$ cat src/sbm_regs.vh
// register offsets, field positions, reset values and timing counts for the byte request master
`ifndef SBM_REGS_VH
`define SBM_REGS_VH
`define OFS_BYTE_BUFFER 8'hb0
`define OFS_TARGET_BYTE_OFFSET 8'hb1
`define OFS_TARGET_DEVICE_SELECT 8'hb2
`define OFS_CONTROL_STATUS 8'hb3
`define RST_BYTE 8'h00
`define BIT_SHORT_PROTOCOL 7
`define BIT_IN_FLIGHT 5
`define BIT_LINK_TEST 2
`define BIT_REQUEST_ERROR 1
`define BIT_DIRECTION 0
`define CLK_HZ 50000000
`define SCL_NORMAL_HZ 100000
`define SCL_TEST_HZ 400000
`define QUARTER_NORMAL (`CLK_HZ / (4 * `SCL_NORMAL_HZ))
`define QUARTER_TEST (`CLK_HZ / (4 * `SCL_TEST_HZ))
`endif

$ cat src/bit_phase_timer.v
// quarter-bit tick generator for the serial clock
`timescale 1ns/1ps
module bit_phase_timer #(
	parameter integer NORMAL_COUNT = 125,
	parameter integer TEST_COUNT = 31
)(
	input wire mclk,
	input wire nrst,
	input wire ce,
	input wire run,
	input wire fast,
	output reg tick
);
	reg [7:0] count_reg;
	wire [7:0] limit = fast ? TEST_COUNT[7:0] - 8'h01 : NORMAL_COUNT[7:0] - 8'h01;
	// restarts whenever the engine idles so the first phase is full length
	always @(posedge mclk or negedge nrst)
	begin
		if (!nrst)
		begin
			count_reg <= 8'h00;
			tick <= 1'b0;
		end
		else if (ce)
		begin
			tick <= 1'b0;
			if (!run)
				count_reg <= 8'h00;
			else if (count_reg >= limit)
			begin
				count_reg <= 8'h00;
				tick <= 1'b1;
			end
			else
				count_reg <= count_reg + 8'h01;
		end
	end
endmodule // bit_phase_timer

$ cat src/serial_bus_byte_request_master.v
// byte read/write request master for a two-wire serial bus
// Functional notes
// software loads data, index, then target for write
// software loads index, target, polls busy for read
// read byte lands in buffer before busy clears
// byte buffer: 8-bit rw, resets zero
// index register: 8-bit rw, resets zero
// target bits 7-1 give device address
// target bit 0: 0 write, 1 read
// registers at b0h, b1h, b2h, read/write
// target write starts request, sets busy
// short protocol skips index byte
// missing acknowledge sets error, write-one clears
// serial clock near 100 kHz normally
// write and read framing with repeated start
`timescale 1ns/1ps
`include "sbm_regs.vh"
module serial_bus_byte_request_master (
	input wire mclk,
	input wire nrst,
	input wire ce,
	input wire cfg_wr,
	input wire cfg_rd,
	input wire [7:0] cfg_addr,
	input wire [7:0] cfg_wdata,
	output reg [7:0] cfg_rdata,
	output reg cfg_rvalid,
	input wire scl_in,
	output reg scl_oe,
	input wire sda_in,
	output reg sda_oe
);
	localparam ST_IDLE = 4'd0;
	localparam ST_START = 4'd1;
	localparam ST_BIT = 4'd2;
	localparam ST_ACK = 4'd3;
	localparam ST_RSTART = 4'd4;
	localparam ST_STOP = 4'd5;
	localparam ST_RBIT = 4'd6;
	localparam ST_NACK = 4'd7;
	// byte being sent: 0 address(write), 1 index, 2 data, 3 address(read)
	localparam B_ADDR = 2'd0;
	localparam B_INDEX = 2'd1;
	localparam B_DATA = 2'd2;
	localparam B_RADDR = 2'd3;

	reg [7:0] byte_buffer_reg;
	reg [7:0] target_byte_offset_reg;
	reg [7:0] target_device_select_reg;
	reg short_protocol_select_reg;
	reg link_test_reg;
	reg request_error_reg;
	reg request_in_flight;
	reg [3:0] state_reg;
	reg [1:0] phase_reg;
	reg [2:0] bit_reg;
	reg [1:0] which_reg;
	reg [7:0] shift_reg;
	reg err_event;
	reg done_event;
	reg [7:0] rx_byte;
	reg sda_s1, sda_s2, scl_s1, scl_s2;
	wire tick;

	bit_phase_timer #(
		.NORMAL_COUNT(`QUARTER_NORMAL),
		.TEST_COUNT(`QUARTER_TEST)
	) timer_u (
		.mclk(mclk),
		.nrst(nrst),
		.ce(ce),
		.run(request_in_flight),
		.fast(link_test_reg),
		.tick(tick)
	);

	////////////////////////////////////////////////////////////////////////
	// pin synchronisers; scl is sampled only for completeness of the pair
	always @(posedge mclk or negedge nrst)
	begin
		if (!nrst)
		begin
			sda_s1 <= 1'b1;
			sda_s2 <= 1'b1;
			scl_s1 <= 1'b1;
			scl_s2 <= 1'b1;
		end
		else if (ce)
		begin
			sda_s1 <= sda_in;
			sda_s2 <= sda_s1;
			scl_s1 <= scl_in;
			scl_s2 <= scl_s1;
		end
	end

	wire write_hit = cfg_wr && !request_in_flight;
	wire start_req = write_hit && cfg_addr == `OFS_TARGET_DEVICE_SELECT;

	////////////////////////////////////////////////////////////////////////
	// configuration registers; writes during a request, except the write-one error
	// clear, are dropped so the request sees stable operands
	always @(posedge mclk or negedge nrst)
	begin
		if (!nrst)
		begin
			byte_buffer_reg <= `RST_BYTE;
			target_byte_offset_reg <= `RST_BYTE;
			target_device_select_reg <= `RST_BYTE;
			short_protocol_select_reg <= 1'b0;
			link_test_reg <= 1'b0;
			request_error_reg <= 1'b0;
			cfg_rdata <= 8'h00;
			cfg_rvalid <= 1'b0;
		end
		else if (ce)
		begin
			if (write_hit && cfg_addr == `OFS_BYTE_BUFFER)
				byte_buffer_reg <= cfg_wdata;
			if (write_hit && cfg_addr == `OFS_TARGET_BYTE_OFFSET)
				target_byte_offset_reg <= cfg_wdata;
			if (start_req)
				target_device_select_reg <= cfg_wdata;
			if (write_hit && cfg_addr == `OFS_CONTROL_STATUS)
			begin
				short_protocol_select_reg <= cfg_wdata[`BIT_SHORT_PROTOCOL];
				link_test_reg <= cfg_wdata[`BIT_LINK_TEST];
			end
			if (done_event)
				byte_buffer_reg <= rx_byte;
			// set beats the write-one clear
			if (err_event)
				request_error_reg <= 1'b1;
			else if (cfg_wr && cfg_addr == `OFS_CONTROL_STATUS && cfg_wdata[`BIT_REQUEST_ERROR])
				request_error_reg <= 1'b0;
			cfg_rvalid <= cfg_rd;
			case (cfg_addr)
				`OFS_BYTE_BUFFER: cfg_rdata <= byte_buffer_reg;
				`OFS_TARGET_BYTE_OFFSET: cfg_rdata <= target_byte_offset_reg;
				`OFS_TARGET_DEVICE_SELECT: cfg_rdata <= target_device_select_reg;
				`OFS_CONTROL_STATUS: cfg_rdata <= {short_protocol_select_reg, 1'b0,
					request_in_flight, 2'b00, link_test_reg, request_error_reg, 1'b0};
				default: cfg_rdata <= 8'h00;
			endcase
		end
	end

	wire is_read = target_device_select_reg[`BIT_DIRECTION];
	wire [7:0] read_addr = {target_device_select_reg[7:1], 1'b1};
	wire [7:0] write_addr = {target_device_select_reg[7:1], 1'b0};

	////////////////////////////////////////////////////////////////////////
	// bit engine; each bit is four quarter phases: low, low, high, high
	always @(posedge mclk or negedge nrst)
	begin
		if (!nrst)
		begin
			state_reg <= ST_IDLE;
			phase_reg <= 2'd0;
			bit_reg <= 3'd7;
			which_reg <= B_ADDR;
			shift_reg <= 8'h00;
			rx_byte <= 8'h00;
			request_in_flight <= 1'b0;
			err_event <= 1'b0;
			done_event <= 1'b0;
			scl_oe <= 1'b0;
			sda_oe <= 1'b0;
		end
		else if (ce)
		begin
			err_event <= 1'b0;
			done_event <= 1'b0;
			if (start_req)
			begin
				request_in_flight <= 1'b1;
				state_reg <= ST_START;
				phase_reg <= 2'd0;
				// short form sends the address with the wanted direction at once
				which_reg <= (short_protocol_select_reg && cfg_wdata[0]) ? B_RADDR : B_ADDR;
				shift_reg <= short_protocol_select_reg ? cfg_wdata : {cfg_wdata[7:1], 1'b0};
			end
			else if (tick)
			begin
				phase_reg <= phase_reg + 2'd1;
				case (state_reg)
					ST_START, ST_RSTART:
					begin
						// a repeated start first pulls scl low so the target lets go of
						// its acknowledge; then sda falls while scl is high, then scl falls
						scl_oe <= (phase_reg == 2'd3) || (state_reg == ST_RSTART && phase_reg == 2'd0);
						sda_oe <= (phase_reg >= 2'd2);
						if (phase_reg == 2'd3)
						begin
							state_reg <= ST_BIT;
							bit_reg <= 3'd7;
						end
					end
					ST_BIT:
					begin
						scl_oe <= phase_reg[1] ? 1'b0 : 1'b1;
						// data moves a quarter after scl falls, never on the same edge,
						// so no target can mistake it for a start
						if (phase_reg == 2'd1)
							sda_oe <= !shift_reg[7];
						if (phase_reg == 2'd3)
						begin
							shift_reg <= {shift_reg[6:0], 1'b0};
							bit_reg <= bit_reg - 3'd1;
							if (bit_reg == 3'd0)
								state_reg <= ST_ACK;
						end
					end
					ST_ACK:
					begin
						scl_oe <= !phase_reg[1];
						if (phase_reg == 2'd1)
							sda_oe <= 1'b0;
						if (phase_reg == 2'd3)
						begin
							bit_reg <= 3'd7;
							if (sda_s2)
							begin
								err_event <= 1'b1;
								state_reg <= ST_STOP;
							end
							else if (which_reg == B_RADDR)
								state_reg <= ST_RBIT;
							else if (which_reg == B_ADDR && !short_protocol_select_reg)
							begin
								which_reg <= B_INDEX;
								shift_reg <= target_byte_offset_reg;
								state_reg <= ST_BIT;
							end
							else if (which_reg == B_INDEX && is_read)
							begin
								which_reg <= B_RADDR;
								shift_reg <= read_addr;
								state_reg <= ST_RSTART;
							end
							else if (which_reg != B_DATA)
							begin
								which_reg <= B_DATA;
								shift_reg <= byte_buffer_reg;
								state_reg <= ST_BIT;
							end
							else
								state_reg <= ST_STOP;
						end
					end
					ST_RBIT:
					begin
						scl_oe <= !phase_reg[1];
						sda_oe <= 1'b0;
						if (phase_reg == 2'd2)
							rx_byte <= {rx_byte[6:0], sda_s2};
						if (phase_reg == 2'd3)
						begin
							bit_reg <= bit_reg - 3'd1;
							if (bit_reg == 3'd0)
								state_reg <= ST_NACK;
						end
					end
					ST_NACK:
					begin
						// master releases sda: not-acknowledge ends the read
						scl_oe <= !phase_reg[1];
						sda_oe <= 1'b0;
						if (phase_reg == 2'd3)
						begin
							state_reg <= ST_STOP;
							// buffer takes the byte here, well before busy drops
							done_event <= 1'b1;
						end
					end
					ST_STOP:
					begin
						// scl low, then sda low, then scl high, then sda high; a cut
						// request also ends here, so a failed read leaves the buffer alone
						scl_oe <= (phase_reg <= 2'd1);
						if (phase_reg == 2'd1)
							sda_oe <= 1'b1;
						if (phase_reg == 2'd3)
						begin
							state_reg <= ST_IDLE;
							request_in_flight <= 1'b0;
							sda_oe <= 1'b0;
						end
					end
					default:
					begin
						state_reg <= ST_IDLE;
						scl_oe <= 1'b0;
						sda_oe <= 1'b0;
					end
				endcase
			end
		end
	end
	wire unused_scl = scl_s2;
endmodule // serial_bus_byte_request_master

$ cat config.mk
export PLATFORM = sky130hd
export DESIGN_NAME = serial_bus_byte_request_master
export DESIGN_NICKNAME = d
export VERILOG_FILES = /design/src/bit_phase_timer.v /design/src/serial_bus_byte_request_master.v
export VERILOG_INCLUDE_DIRS = /design/src
export SDC_FILE = /design/constraint.sdc
export NUM_CORES = 1
export LEC_CHECK = 0
export BUFFER_PORTS_ARGS = -buffer_cell sky130_fd_sc_hd__buf_2
export CAP_MARGIN = 20
export CORE_ASPECT_RATIO = 1.4
export CORE_MARGIN = 3
export CORE_UTILIZATION = 40
export CTS_CLUSTER_DIAMETER = 40
export CTS_CLUSTER_SIZE = 30
export DETAILED_ROUTE_END_ITERATION = 8
export GPL_TIMING_DRIVEN = 1
export HOLD_SLACK_MARGIN = 0.06
export PLACE_DENSITY = 0.67
export SYNTH_ARGS = -nofsm -noshare
export SYNTH_HDL_FRONTEND = slang
export SYNTH_HIERARCHICAL = 1
export SYNTH_SLANG_ARGS = --single-unit
export TNS_END_PERCENT = 1
$ cat constraint.sdc
create_clock -name mclk -period 2.1 [get_ports mclk]
set_input_delay 0.21 -clock mclk [delete_from_list [all_inputs] [get_ports mclk]]
set_output_delay 0.21 -clock mclk [all_outputs]
set_load 0.02 [all_outputs]
# --- Word level (Yosys, flattened, before mapping) ---
# Index checks and enable logic that the tools add are counted.
word_totals:
  elab_cells: 183
  inputBits: 23
  reg_bits: 79
classes:
  n_mux: 72
  magnitude_cmp: 3
  n_bitwise: 1
  n_reduce_logical: 46
  add_sub_neg: 3
  n_eq_ne: 35
op_table:
  columns: ["op", "n"]
  rows:
  - ["2-to-1 mux 8 bit", 13]
  - ["2-to-1 mux 4 bit", 10]
  - ["inequality test 3 bit, second input constant", 11]
  - ["equality test 8 bit, second input constant", 4]
  - ["one-hot mux 8 bit (4 select lines)", 1]
  - ["2-to-1 mux 2 bit", 12]
  - ["one-hot mux 4 bit (6 select lines)", 1]
  - ["2-to-1 mux 1 bit", 23]
  - ["2-to-1 mux 3 bit", 7]
  - ["equality test 4 x 3 -> 1 bit, second input constant", 4]
  - ["one-hot mux 8 bit (2 select lines)", 1]
  - ["nonzero test 2 bit", 7]
  - ["AND reduction 2 bit", 6]
  - ["AND reduction 6 bit", 2]
  - ["logical AND 1 bit", 11]
  - ["AND reduction 10 bit", 1]
  - ["adder 8 x 1 -> 8 bit, second input constant", 1]
  - ["equality test 4 x 2 -> 1 bit, second input constant", 2]
  - [">= comparator 8 bit", 1]
  - ["inequality test 2 bit, second input constant", 4]
  - ["one-hot mux 1 bit (4 select lines)", 2]
  - ["AND reduction 8 bit", 1]
  - ["2-to-1 mux 7 bit", 1]
  - ["AND reduction 7 bit", 1]
  - ["22 further kinds", 33]

# --- Longest topological paths before layout ---
depth:
  word_depth: 10
  depth_mapped: 7
  depth_no_buf: 6

# --- Modules after synthesis ---
# The synthesis kept the hierarchy.
by_module_without_submodules:
  columns: ["mod", "n_inst", "area_each_um2", "seq_area_each_um2", "cells_each"]
  rows:
  - ["serial_bus_byte_request_master", 1, 3792.4, 1732.9, 363]
  - ["bit_phase_timer", 1, 550.5, 225.2, 51]

# --- Least setup slack after synthesis ---
# OpenSTA, ideal clock, no wires.
synth_timing:
  path_kind: "reg2reg"
  startpoint: "register phase_reg[1]"
  endpoint: "register shift_reg[1]"
  path_slack_ps: 327
  arrival_time_ps: 1678
  stages_incl_launch_ff: 8
  required_time_ps: 2005
  path_cell_list: "dfrtp_1 > ha_1 > buf_2 > and3_1 > nand4_2 > and2_0 > clkbuf_1 > o31ai_1"
synth_via:
  elab_chain_len: 3
  elab_cells_between_ends: 4
synth_lines:
  columns: ["element", "line_no", "source"]
  rows:
  - ["from (decl)", "serial_bus_byte_request_master.v:55", "reg [1:0] phase_reg;"]
  - ["from (signal assigned)", "serial_bus_byte_request_master.v:185", "phase_reg <= phase_reg + 2'd1;"]
  - ["equality test 2 bit *", "serial_bus_byte_request_master.v:206, serial_bus_byte_request_master.v:219", null]
  - ["inequality test 3 bit (no line)", null, null]
  - ["AND reduction 8 bit (no line) *", null, null]
  - ["to (signal assigned)", "serial_bus_byte_request_master.v:208", "shift_reg <= {shift_reg[6:0], 1'b0};"]
  - ["to (signal assigned)", "serial_bus_byte_request_master.v:232", "shift_reg <= target_byte_offset_reg;"]
  - ["to (signal assigned)", "serial_bus_byte_request_master.v:238", "shift_reg <= read_addr;"]
  - ["to (decl)", "serial_bus_byte_request_master.v:58", "reg [7:0] shift_reg;"]
# Every way passes the cells marked *; elsewhere a longest branch is shown, timed or not.
# A chain may end at the register's enable or synchronous reset.

# --- Worst setup path after layout ---
layout_timing:
  startpoint: "register phase_reg[1]"
  endpoint: "register shift_reg[5]"
# The elaborated chain is that of the path after synthesis.

==> results.toml <==
[route]
antenna_left = 0
routed_via_density = 5.82
vias = 3502
wirelength_um = 10900
drt_first_pass_iters = 5
routedWlPerCell_um = 18.0
detail_route.drc_violations = 0
drt_iter0_drc = 309

[floorplan]
die_x_um = 94.1
dieHeight_um = 129
overall_die_area_mm2 = 0.0122
floorplan.rows = 44
boundaryPins = 34
total_core_area_mm2 = 0.0105
start_util = 0.415

[worst_setup_path]
worstSetupEndpointType = "register"
cp.required_ps = 2340
r2r_cells = 5
cp-endpoint = "shift_reg[5]"
crit_path_cell_trace = "ha_1, and3_1, nand4_2, and2_0, o31ai_1"
critPathLaunch = "phase_reg[1]"
timing.critical_path.max_delay_family = "simple AND/OR/NAND/NOR gates"
path_buf_inv = 0
worst-path-max-fanout = 8
timing.reg2reg.setup_slack_ps = 240
worst-path-stages = 5
cp-start-kind = "register"
crit_arrival_ps = 2100
worstReg2RegStart = "phase_reg[1]"
cpPeakStageDelay_ps = 480
r2r-end = "shift_reg[5]"
worst-setup-path-type = "reg2reg"
slowest_cell_on_crit_path = "dfrtp_1"

[sta]
setup_repair_after_global_routing_missed_its_margin = "no"
fin_crit_sh = 0.886
final_period_minus_worst_setup_slack_ps = 1860
post-route-worst-setup-slack_ps = 239
final.setup_skew_ps = 9.44
tightest_slew_margin_relative_to_the_limit = 0.606
max_freq_mhz = 537
final.setup.tns_ps = 0
timing.final.setup_violations = 0
final-hold-violation-count = 0
final_max_slew_viol_count = 0
worstMarginPinSlew_ps = 592

[power_and_ir_drop]
power.density_cell_area_mw_per_mm2 = 701
power.static_leakage_nw = 2.38
vdd_ir_drop_max_mv = 0.567
report.power.total_mw = 3.57

[clock_tree]
postCtsSetupBuffers = 0
clkTransAtPathRegs_ps = 60
clockRootBuffer = "clkbuf_16"
cts.path.max_buffers = 2
tritoncts_num_sinks = 78
cts_resized = 0
clock_latency_on_the_worst_skew_pair_ps = 340
h-tree-depth = 3
clock_tree_from_tritoncts = "done"
tritoncts.num_buffers = 9

[yosys]
synthesis.area_mm2 = 0.00434
postSynth.asyncResetShare = 1.00
synth_sequential_area_ratio = 0.451
syn_avg_cell_area_um2 = 10.5
yosysUniqueCellTypes = 64
synth_ff_type = "dfrtp_1"
yosys_warnings = 6
number_of_flops_mapped_to_enable_cells_by_yosys = 0
synthesis.instances = 414
synth.ff_latch_count = 78
net_count_after_synthesis = 447

[global_route]
grt.overflow.total = 0
first_global_vias = 3640
globalRouteTotalUtil = 0.192
grt_start_max_net_pins = 44
grt_pass1_wl_um = 18100
antenna_found_initial = 0

[cells_and_area]
layout.cells.most_common = "dfrtp_1"
antenna-diode-count = 0
total_nets_final = 492
highest_count_cells_in_the_layout_ignoring_fill_and_taps = "73 x dfrtp_1, 39 x nand2_1, 31 x inv_1, 31 x mux2_2, 31 x buf_2"
post_route_cells_drive_above_1_share = 0.269
growth_of_design_area_from_synthesis_to_finish_pct = 17.3

[status]
run_status = "finished clean"

[min_path]
class_of_the_most_critical_hold_timing_path = "in2reg"

[placement]
place_ws_ps = 250
io_buffers = 32
place_hpwl_um = 7620
finalWeightedCongestion = 0.875

[flow_run]
max_cap_violations = 0
==> worst register-to-register path: cells and delay by family (launching register included) <==
family | cells | cell delay (ps)
AOI/OAI and AO/OA | 1 | 330
and+or+nand+nor | 3 | 720
adders and majority gates | 1 | 230
DFF | 1 | 480
==> cell families (layout without fill, tap and decap cells) <==
kind of cell / Yosys count / in the layout / synth area share
flops: 78 / 78 / 0.451
xor+xnor: 3 / 3 / 0.00605
simple gates: 126 / 126 / 0.168
compound gates: 99 / 99 / 0.175
fa+ha+maj: 10 / 10 / 0.0288
mux: 43 / 43 / 0.120
buf+inv: 55 / 105 / 0.0521
==> synthesized netlist by cell type (3+ instances only) <==
master	count	share of area
mux2_2	31	0.080
mux2i_1	8	0.018
o21ai_0	18	0.021
nand4_1	4	0.0058
clkbuf_1	8	0.0069
dfrtp_1	73	0.42
inv_1	31	0.027
nand3_1	15	0.017
or3_1	3	0.0043
and4b_1	7	0.016
and3_1	4	0.0058
nor2b_1	3	0.0043
a22oi_1	3	0.0052
xor2_1	3	0.0061
o22ai_1	10	0.014
mux4_2	4	0.021
o31ai_1	9	0.016
and2_1	4	0.0058
nand2b_1	3	0.0043
buf_2	10	0.012
a211oi_1	11	0.019
ha_1	10	0.029
a22o_1	11	0.022
nand3b_1	3	0.0052
dfstp_2	5	0.030
o311a_1	7	0.016
buf_1	3	0.0026
nand2_1	39	0.034
nor3_1	6	0.0069
nor2_1	20	0.017
a21oi_1	9	0.010
==> metrics by stage <==
stage | hold slack [ps] | instance area [µm²] | cells | util
2_1_floorplan | -85.6 | 4340 | 414 | -
3_3_place_gp | 252 | 4760 | 585 | 0.456
3_5_place_dp | 255 | 4760 | 585 | 0.456
4_1_cts | 96.7 | 5090 | 602 | 0.487
5_1_grt | 115 | 5090 | 602 | 0.487
6_report | 104 | 5090 | 602 | 0.487
==> per-layer routing <==
metal,global-route usage,routed length (µm),vias up
li1,-,-,1624
met1,0.238,4560,1765
met2,0.332,5580,101
met3,0.0366,538,12
met4,0.0723,172,0
met5,0,0,-
==> power breakdown <==
| part | internal [mW] | switching, mW | total, mW | leakage, nW |
|---|---|---|---|---|
| logic | 0.137 | 0.184 | 0.321 | 1.18 |
| registers | 1.56 | 0.0502 | 1.61 | 1.04 |
| clock network | 1.02 | 0.625 | 1.64 | 0.151 |
| total | 2.71 | 0.859 | 3.57 | 2.38 |
==> worst min path at each step <==
| stage | start | to | slack (ps) | depth (start not counted) |
|---|---|---|---|---|
| 6_report | sda_in | sda_s1 | 100 | 2 |
| 5_1_grt | cfg_rd | cfg_rvalid | 120 | 2 |
| 4_1_cts | cfg_rd | cfg_rvalid | 100 | 2 |
| 3_5_place_dp | nrst | target_device_select_reg[4] | 260 | 1 |
| 3_3_place_gp | nrst | target_device_select_reg[4] | 250 | 1 |
| 2_1_floorplan | nrst | byte_buffer_reg[0] | -90 | 0 |
==> cell type report <==
type                            count  area [µm²]
Multi-Input combinational cell    281        2160
Tap cell                          138         173
Inverter                           32         120
Sequential cell                    78        1960
Clock inverter                      4        53.8
Fill cell                         950        5370
Timing Repair Buffer               57         365
Clock buffer                       12         267
==> what timing repair did <==
action | in CTS | in global routing
hold buffers | 1 | 0
setup endpoints to repair | 0 | 0
endpoints found under the hold margin | 37 | 0
Power figures use the tool's default switching activity.
